File: config.mk
export PLATFORM = sky130hd
export DESIGN_NAME = chain_device_flat
export DESIGN_NICKNAME = d
export VERILOG_FILES = /design/src/hw/chain_pkg.sv /design/src/hw/chain_link_if.sv /design/src/hw/chain_device.sv /design/src/flat_wrapper.sv
export VERILOG_INCLUDE_DIRS = /design/src /design/src/hw
export SDC_FILE = /design/constraint.sdc
export NUM_CORES = 1
export LEC_CHECK = 0
export ABC_CLOCK_PERIOD_IN_PS = 2800
export BUFFER_PORTS_ARGS = -buffer_cell sky130_fd_sc_hd__buf_2
export CORE_MARGIN = 2
export CORE_UTILIZATION = 31
export DETAILED_ROUTE_END_ITERATION = 12
export GPL_TIMING_DRIVEN = 0
export HOLD_SLACK_MARGIN = 0.08
export PLACE_DENSITY = 0.59
export SYNTH_ARGS = -nofsm -noshare
export SYNTH_HDL_FRONTEND = slang
export SYNTH_SLANG_ARGS = --single-unit
File: constraint.sdc
create_clock -name CORE_CLK -period 2.8 [get_ports CORE_CLK]
set_clock_uncertainty 0.2 [all_clocks]
set_input_delay 0 -clock CORE_CLK [delete_from_list [all_inputs] [get_ports CORE_CLK]]
set_output_delay 0 -clock CORE_CLK [all_outputs]
set_load 0.1 [all_outputs]
File: src/hw/chain_link_defines.svh
// Command codes, field positions and reset values of the chain link
`ifndef CHAIN_LINK_DEFINES_SVH
`define CHAIN_LINK_DEFINES_SVH

// Command codes carried in the first character of a packet
`define CMD_READ        8'h01
`define CMD_READ_ALL    8'h02
`define CMD_BLOCK_READ  8'h03
`define CMD_WRITE       8'h04
`define CMD_WRITE_ALL   8'h05
`define CMD_CLAIM_UP    8'h06
`define CMD_CLAIM_DOWN  8'h07

// Character sent on the down path while in alert topology
`define ALERT_CHAR      8'hae

// Packet layout: command, address, data
`define PKT_LEN         2'h3
`define POS_ADDR        2'h1
`define POS_DATA        2'h2
`define POS_DONE        2'h3

// Write data fields
`define WD_TOPO_LSB     0
`define WD_TOPO_MSB     1
`define WD_CLR_ALERT    2

// Status byte fields returned by a single read
`define ST_TOPO_LSB     0
`define ST_ALERT        2
`define ST_MASTER       3

// Reset values
`define RST_TOPOLOGY    2'h0
`define RST_MASTER_DOWN 1'b0
`define RST_ALERT       1'b0
`define ADDR_W          5

`endif

File: src/hw/chain_pkg.sv
// Types and command decoding shared by both ends of the chain link
package chain_pkg;
  `include "chain_link_defines.svh"

  typedef logic [7:0] char_t;
  typedef logic [`ADDR_W-1:0] dev_addr_t;

  // Declaration order gives the codes 0b00 to 0b11
  typedef enum logic [1:0] {
    TOPO_EXT_LOOP,
    TOPO_INT_LOOP,
    TOPO_ALERT,
    TOPO_DUAL
  } topology_t;

  function automatic logic is_write(input char_t cmd);
    return (cmd == `CMD_WRITE) || (cmd == `CMD_WRITE_ALL);
  endfunction

  function automatic logic is_broadcast(input char_t cmd);
    return (cmd == `CMD_WRITE_ALL) || (cmd == `CMD_READ_ALL) ||
           (cmd == `CMD_BLOCK_READ);
  endfunction
endpackage

File: src/hw/chain_link_if.sv
// Character link between the host controller and the lowest device
`timescale 1ns/1ps
interface chain_link_if;
  logic                 h2d_valid;  // Host to device character valid
  logic                 h2d_sop;    // First character of a packet
  chain_pkg::char_t     h2d_data;   // Host to device character
  logic                 d2h_valid;  // Device to host character valid
  logic                 d2h_sop;    // First character of a packet
  chain_pkg::char_t     d2h_data;   // Device to host character

  modport device (
    input  h2d_valid, h2d_sop, h2d_data,
    output d2h_valid, d2h_sop, d2h_data
  );
  modport host (
    output h2d_valid, h2d_sop, h2d_data,
    input  d2h_valid, d2h_sop, d2h_data
  );
endinterface

File: src/hw/chain_device.sv
// Daisy-chain device: up and down path routing with topology control
`timescale 1ns/1ps
`include "chain_link_defines.svh"
module chain_device (
  input  wire logic                 CORE_CLK,          // Core clock
  input  wire logic                 RST,               // Sync reset
  chain_link_if.device              LINK,              // Lower port
  input  wire chain_pkg::dev_addr_t DEV_ADDR,          // Chain address
  input  wire logic                 RXU_VALID,         // Upper rx valid
  input  wire logic                 RXU_SOP,           // Upper rx start
  input  wire chain_pkg::char_t     RXU_DATA,          // Upper rx char
  output logic                      TXU_VALID,         // Upper tx valid
  output logic                      TXU_SOP,           // Upper tx start
  output chain_pkg::char_t          TXU_DATA,          // Upper tx char
  output chain_pkg::topology_t      LINK_TOPOLOGY,     // Topology select
  output logic                      SLAVE_WRITE_ALERT, // Sticky alert
  output logic                      MASTER_PATH_FLAG   // 1: down master
);
  import chain_pkg::*;

  // Path 0 is the up path, path 1 the down path
  topology_t   topo_r;
  logic        master_down_r;
  logic        alert_r;
  logic [1:0]  in_v;
  logic [1:0]  in_sop;
  char_t       in_d      [2];
  logic [1:0]  out_v_r;
  logic [1:0]  out_sop_r;
  char_t       out_d_r   [2];
  char_t       cmd_r     [2];
  dev_addr_t   addr_r    [2];
  logic [1:0]  pos_r     [2];
  logic [1:0]  wr_ok;
  logic [1:0]  set_alert;
  logic [1:0]  claim_up;
  logic [1:0]  claim_dn;
  char_t       status_byte;

  // Status returned to a single read addressed to this device
  always_comb begin
    status_byte = 8'h00;
    status_byte[`ST_TOPO_LSB +: 2] = topo_r;
    status_byte[`ST_ALERT] = alert_r;
    status_byte[`ST_MASTER] = master_down_r;
  end

  // Up path always takes the lower receive port
  always_comb begin
    in_v[0] = LINK.h2d_valid;
    in_sop[0] = LINK.h2d_sop;
    in_d[0] = LINK.h2d_data;
  end

  // Down path source depends on topology
  always_comb begin
    unique case (topo_r)
      TOPO_INT_LOOP: begin
        // Upper pins ignored; our own upper transmit comes back
        in_v[1] = out_v_r[0];
        in_sop[1] = out_sop_r[0];
        in_d[1] = out_d_r[0];
      end
      TOPO_ALERT: begin
        // Alert level sent as a repeated alert character
        in_v[1] = alert_r;
        in_sop[1] = 1'b1;
        in_d[1] = `ALERT_CHAR;
      end
      default: begin
        // External loopback or dual path: real upper pins
        in_v[1] = RXU_VALID;
        in_sop[1] = RXU_SOP;
        in_d[1] = RXU_DATA;
      end
    endcase
  end

  // One identical parser and forwarder per path
  for (genvar p = 0; p < 2; p++) begin : g_path
    localparam bit IS_DOWN = (p == 1);
    logic  last;
    logic  hit;
    logic  exec;
    logic  master;
    logic  subst;

    // Down path only acts on commands when it is a second path
    assign exec = !IS_DOWN || (topo_r == TOPO_DUAL);
    assign master = (IS_DOWN == master_down_r);
    assign last = in_v[p] && !in_sop[p] && (pos_r[p] == `POS_DATA);
    // Five address bits reach 32 devices
    assign hit = is_broadcast(cmd_r[p]) || (addr_r[p] == DEV_ADDR);
    // The up path, and the down path in dual topology, answers a read, master or slave
    assign subst = last && exec && (cmd_r[p] == `CMD_READ) &&
                   (addr_r[p] == DEV_ADDR);

    // Writes run only on the master path
    assign wr_ok[p] = last && exec && is_write(cmd_r[p]) && hit &&
                      master;
    // Slave write or misplaced claim-up raises the alert
    assign set_alert[p] = last && exec &&
      ((is_write(cmd_r[p]) && hit && !master) ||
       (IS_DOWN && (cmd_r[p] == `CMD_CLAIM_UP)));
    assign claim_up[p] = last && !IS_DOWN &&
                         (cmd_r[p] == `CMD_CLAIM_UP);
    assign claim_dn[p] = last && exec && IS_DOWN &&
                         (cmd_r[p] == `CMD_CLAIM_DOWN);

    // Packet position tracking
    always_ff @(posedge CORE_CLK) begin
      if (RST) begin
        pos_r[p] <= `POS_DONE;
        cmd_r[p] <= 8'h00;
        addr_r[p] <= '0;
      end else if (in_v[p]) begin
        if (in_sop[p]) begin
          pos_r[p] <= `POS_ADDR;
          cmd_r[p] <= in_d[p];
        end else if (pos_r[p] == `POS_ADDR) begin
          pos_r[p] <= `POS_DATA;
          addr_r[p] <= in_d[p][`ADDR_W-1:0];
        end else begin
          pos_r[p] <= `POS_DONE;
        end
      end
    end

    // One-cycle retransmit; every character is forwarded, writes too
    always_ff @(posedge CORE_CLK) begin
      if (RST) begin
        out_v_r[p] <= 1'b0;
        out_sop_r[p] <= 1'b0;
        out_d_r[p] <= 8'h00;
      end else begin
        out_v_r[p] <= in_v[p];
        out_sop_r[p] <= in_sop[p];
        // Only an addressed read alters a character; up path output only follows
        // input, even in alert topology; the alert characters go out on the down path only
        out_d_r[p] <= subst ? status_byte : in_d[p];
      end
    end
  end

  // Topology write takes effect on the data character itself
  always_ff @(posedge CORE_CLK) begin
    if (RST) begin
      topo_r <= topology_t'(`RST_TOPOLOGY);
    end else if (wr_ok[0]) begin
      topo_r <= topology_t'(in_d[0][`WD_TOPO_MSB:`WD_TOPO_LSB]);
    end else if (wr_ok[1]) begin
      topo_r <= topology_t'(in_d[1][`WD_TOPO_MSB:`WD_TOPO_LSB]);
    end
  end

  // Master selection; claim-down wins a simultaneous claim-up
  always_ff @(posedge CORE_CLK) begin
    if (RST) begin
      master_down_r <= `RST_MASTER_DOWN;
    end else if (|claim_dn) begin
      master_down_r <= 1'b1;
    end else if (|claim_up) begin
      master_down_r <= 1'b0;
    end
  end

  // Sticky alert; a new event beats a clear in the same cycle
  always_ff @(posedge CORE_CLK) begin
    if (RST) begin
      alert_r <= `RST_ALERT;
    end else if (|set_alert) begin
      alert_r <= 1'b1;
    end else if ((wr_ok[0] && in_d[0][`WD_CLR_ALERT]) ||
                 (wr_ok[1] && in_d[1][`WD_CLR_ALERT])) begin
      alert_r <= 1'b0;
    end
  end

  // Ports driven straight from the path and state flops
  assign LINK.d2h_valid = out_v_r[1];
  assign LINK.d2h_sop = out_sop_r[1];
  assign LINK.d2h_data = out_d_r[1];
  assign TXU_VALID = out_v_r[0];
  assign TXU_SOP = out_sop_r[0];
  assign TXU_DATA = out_d_r[0];
  assign LINK_TOPOLOGY = topo_r;
  assign SLAVE_WRITE_ALERT = alert_r;
  assign MASTER_PATH_FLAG = master_down_r;

endmodule // chain_device

File: src/flat_wrapper.sv
// flat-port wrapper written by rule: the top's interface ports become plain ports
module chain_device_flat import chain_pkg::*;
  (CORE_CLK, RST, DEV_ADDR, RXU_VALID, RXU_SOP, RXU_DATA, TXU_VALID, TXU_SOP, TXU_DATA, LINK_TOPOLOGY, SLAVE_WRITE_ALERT, MASTER_PATH_FLAG, LINK_h2d_valid, LINK_h2d_sop, LINK_h2d_data, LINK_d2h_valid, LINK_d2h_sop, LINK_d2h_data);
  chain_link_if LINK_i ();
  input  wire logic CORE_CLK;
  input  wire logic RST;
  input  wire chain_pkg::dev_addr_t DEV_ADDR;
  input  wire logic RXU_VALID;
  input  wire logic RXU_SOP;
  input  wire chain_pkg::char_t RXU_DATA;
  output logic TXU_VALID;
  output logic TXU_SOP;
  output chain_pkg::char_t TXU_DATA;
  output chain_pkg::topology_t LINK_TOPOLOGY;
  output logic SLAVE_WRITE_ALERT;
  output logic MASTER_PATH_FLAG;
  input wire logic [$bits(LINK_i.h2d_valid)-1:0] LINK_h2d_valid;
  input wire logic [$bits(LINK_i.h2d_sop)-1:0] LINK_h2d_sop;
  input wire logic [$bits(LINK_i.h2d_data)-1:0] LINK_h2d_data;
  output wire logic [$bits(LINK_i.d2h_valid)-1:0] LINK_d2h_valid;
  output wire logic [$bits(LINK_i.d2h_sop)-1:0] LINK_d2h_sop;
  output wire logic [$bits(LINK_i.d2h_data)-1:0] LINK_d2h_data;
  assign LINK_i.h2d_valid = LINK_h2d_valid;
  assign LINK_i.h2d_sop = LINK_h2d_sop;
  assign LINK_i.h2d_data = LINK_h2d_data;
  assign LINK_d2h_valid = LINK_i.d2h_valid;
  assign LINK_d2h_sop = LINK_i.d2h_sop;
  assign LINK_d2h_data = LINK_i.d2h_data;
  chain_device u_core (.CORE_CLK(CORE_CLK), .RST(RST), .LINK(LINK_i), .DEV_ADDR(DEV_ADDR), .RXU_VALID(RXU_VALID), .RXU_SOP(RXU_SOP), .RXU_DATA(RXU_DATA), .TXU_VALID(TXU_VALID), .TXU_SOP(TXU_SOP), .TXU_DATA(TXU_DATA), .LINK_TOPOLOGY(LINK_TOPOLOGY), .SLAVE_WRITE_ALERT(SLAVE_WRITE_ALERT), .MASTER_PATH_FLAG(MASTER_PATH_FLAG));
endmodule
==> metrics.md <==
| Metric | Value |
|---|---|
| Outcome | `finished, final reports clean` |
| Largest net degree at the start of global routing | `16` |
| Clk pin slew, worst setup/hold paths | `0.10 ns` |
| FFs w/ async S/R, synth | `0` |
| Port bufs | `49` |
| Post-Syn Nets | `248` |
| Final period utilization | `0.911` |
| Mean Syn Cell Area | `11.2 sq um` |
| Longest Clk Path Bufs | `2` |
| # setup viols final | `0` |
| Multiplexer share of the synthesized area | `0.0329` |
| TritonCTS clock tree | `yes` |
| Post-Synth Simple-Gate Area | `0.231` |
| Worst path cell trace | `inv_1 -> ha_1 -> buf_2 -> nand2_1 -> o2bb2ai_1 -> nor3_2 -> nand4b_1 -> mux2i_1 -> a211oi_1` |
| Hold Slack | `0.137 ns` |
| CP peak stage delay | `0.40 ns` |
| Nets@finish | `326` |
| Routed via count | `1898` |
| Reg-to-reg slack, setup | `0.25 ns` |
| Starting Density | `0.318` |
| Worst path arrival time | `2.57 ns` |
| Area grow syn2layout | `28.3%` |
| Worst slew margin | `0.638` |
| Area of the multi-input gates | `1000 sq um` |
| Via-to-Cell Ratio | `4.76` |
| Max-Cap Viols | `0` |
| Yosys Warn Count | `0` |
| Seq/Total Area, Yosys | `0.568` |
| Seq cells post-synth | `54` |
| DRT Pass-1 Iters | `4` |
| PD cells | `517 nW/um^2` |
| Max-slew violations | `0` |
| Clk sinks | `54` |
| Core area | `7650 sq um` |
| Global route overflow | `0` |
| Peak VDD IR | `0.255 mV` |
| DPL Wire Length | `4500 microns` |
| Die Wd | `92.6 microns` |
| Sequential share of power | `0.558` |
| Wirelength per Cell | `14.9 microns` |
| Adder-cell share of the synthesized area | `0.0154` |
| FF+latch area | `1380 sq um` |
| Setup Crit Path Kind | `flop to flop` |
| Synth Flop Type | `edfxtp_1` |
| Die height | `92.6 microns` |
| Initial DRC count | `46` |
| Clock share of power | `0.276` |
| CP Capture Type | `flop` |
| GRT Overall Usage | `0.144` |
| Post-synth EDFFs | `30` |
| P_leak | `1.26 nW` |
| Mapped cell area | `2430 sq um` |
| Switching Fraction | `0.282` |
| Critical path's slowest cell | `dfxtp_2` |
| Comb power frac | `0.166` |
| Largest family of logic cells by synthesized area | `simple AND/OR/NAND/NOR gates` |
| Vias in the first global route | `1962` |
| First-pass GRT wire length | `9420 microns` |
| Hold Vio Cnt, Final | `0` |
| Xor and xnor area share after synthesis | `0.0360` |
| # IOs | `51` |
| Req. time, crit path | `2.82 ns` |
| Fill cell count | `750` |
| Startpoint Class | `flop` |
| Initial antenna violation count | `0` |
| # DRC | `0` |
| Clk Latency, worst-skew pair | `0.30 ns` |
| Sum Neg Setup Slack | `0 ns` |
| Share of layout cells above drive strength 1 | `0.246` |
| CP Max Fanout | `10` |
| Switching power | `0.000456 W` |
| Row cnt | `32` |
| Min Tclk post-route | `2.55 ns` |
| GP Congestion | `0.802` |
| Yosys cell types | `46` |
| CTS H-tree depth | `2` |
| Routed WL | `5940 microns` |
| DIE AREA | `8570 sq um` |
| RSZ-0062 raised after global routing | `no` |
| Post-Synthesis Cells | `218` |
| Synth Area in Compound Gates | `0.0941` |
| Num CTS Buffers | `5` |
| Hold Path Class | `input pin to flop` |
| Internal cell power | `0.00116 W` |
| Fmax | `0.392 GHz` |
| Diodes inserted | `0` |
| Slew of the pin with the lowest slew margin | `0.538 ns` |
| Remaining antenna violation count after routing | `0` |
| CTS root buf | `clkbuf_8` |
-- placed cells by master, fill, tap and decap left out, types with 3 or more instances in the layout --
master / Yosys / layout
a21oi_1: 10 / 10
and3_1: 8 / 8
or2_2: 6 / 6
and2_1: 10 / 10
mux2i_1: 8 / 8
nor2_1: 31 / 31
nor3b_1: 3 / 3
clkbuf_1: 6 / 7
xor2_1: 4 / 4
xnor2_1: 6 / 6
a22oi_1: 3 / 3
dlygate4sd3_1: 0 / 21
ha_1: 3 / 3
nand2_1: 10 / 10
buf_2: 1 / 50
nor2b_1: 7 / 7
inv_1: 6 / 6
nand3b_1: 3 / 3
clkbuf_8: 0 / 6
dfxtp_1: 24 / 22
edfxtp_1: 30 / 30
o31ai_1: 3 / 3
a21o_1: 3 / 3
-- stage by stage --
stage	instances	utilization	instance area (sq um)	power (W)	worst slack, ns
detailed placement	369	0.367	2810	0.00117	0.131
global placement	369	0.367	2810	0.00116	0.195
global route	399	0.408	3120	0.00168	0.0440
CTS	398	0.407	3110	0.00163	0.0982
finish	399	0.408	3120	0.00161	0.250
floorplan	218	-	2430	0.00110	0.0273
-- Yosys cell counts, types with 2 or more instances --
master,count,area share
nor3b_1,3,0.0093
nand4b_1,2,0.0072
dfxtp_1,24,0.20
nor4b_1,2,0.0072
nor2_1,31,0.048
a211oi_1,2,0.0062
xnor2_1,6,0.022
a22oi_1,3,0.0093
or2_2,6,0.015
nand2b_1,2,0.0051
nor3_1,2,0.0041
nand2_1,10,0.015
o21ai_0,2,0.0041
clkbuf_1,6,0.0093
ha_1,3,0.015
a21o_1,3,0.0093
mux2i_1,8,0.033
nor2b_1,7,0.018
and2_1,10,0.026
nand3b_1,3,0.0093
edfxtp_1,30,0.37
a21oi_1,10,0.021
xor2_1,4,0.014
o31ai_1,3,0.0093
and3_1,8,0.021
o21a_1,2,0.0062
inv_1,6,0.0093
nand4_1,2,0.0051
-- power by group through the flow --
stage / Clock, W / Sequential (W) / Combinational (W)
finish: 0.000445 / 0.000901 / 0.000269
global route: 0.000493 / 0.000906 / 0.000284
CTS: 0.000463 / 0.000902 / 0.000269
detailed placement: 0 / 0.000920 / 0.000246
global placement: 0 / 0.000919 / 0.000243
floorplan: 0 / 0.00102 / 0.0000731
-- final cells by class --
cell class,instances,share of cell area
buffer,8,0.0104
clock buffer,7,0.0277
clock inverter,1,0.00160
inverter,6,0.00721
multi-input combinational,150,0.321
sequential,54,0.443
tap,102,0.0409
timing repair buffer,71,0.148
-- state kept, by name, indices dropped and copies added, names as in the netlist --
register / count
u_core.SLAVE_WRITE_ALERT: 1
u_core.TXU_SOP: 1
u_core.TXU_VALID: 1
u_core.pos_r: 4
u_core.out_d_r: 16
u_core.MASTER_PATH_FLAG: 1
u_core.LINK.d2h_sop: 1
u_core.LINK_TOPOLOGY: 2
u_core.addr_r: 10
u_core.LINK.d2h_valid: 1
u_core.cmd_r: 16
-- final timing paths --
path,start,endpoint,depth (start not counted)
min,DEV_ADDR[4],u_core.out_d_r[0][2],6
max reg2reg,u_core.LINK_TOPOLOGY[0],u_core.LINK_TOPOLOGY[1],9
max,u_core.LINK_TOPOLOGY[0],u_core.LINK_TOPOLOGY[1],9
min reg2reg,u_core.LINK_TOPOLOGY[0],u_core.out_d_r[1][0],2
-- what timing repair did --
item,in CTS,in global routing
hold buffers,21,0
setup buffers,0,1
endpoints found under the hold margin,55,0
gates resized for setup,0,1
setup endpoints to repair,0,2
-- critical path: cells and delay by family, from the launching register on --
kind            cells  cell delay, ns
compound gates      2            0.47
fa+ha+maj           1            0.33
simple gates        3            0.59
mux                 1            0.17
flops               1            0.40
buf+inv             2            0.30
-- cell families (layout without fill, tap and decap cells) --
logic type                 Yosys count  after routing
xor gates and xnor gates            10             10
and+or+nand+nor                     96             96
muxes                                8              8
AOI/OAI and AO/OA                   33             33
adders and majority gates            3              3
buffers and inverters               14             93
DFF                                 54             54
-- metal layers --
| layer | vias up | track usage | share of wire |
|---|---|---|---|
| met1 | 909 | 0.194 | 0.49 |
| met3 | 6 | 0.0366 | 0.059 |
| li1 | 929 | - | - |
| met4 | 0 | 0.0448 | 0.012 |
| met5 | - | 0 | 0 |
| met2 | 54 | 0.226 | 0.44 |
No activity file was read; power rests on OpenSTA's default activity.
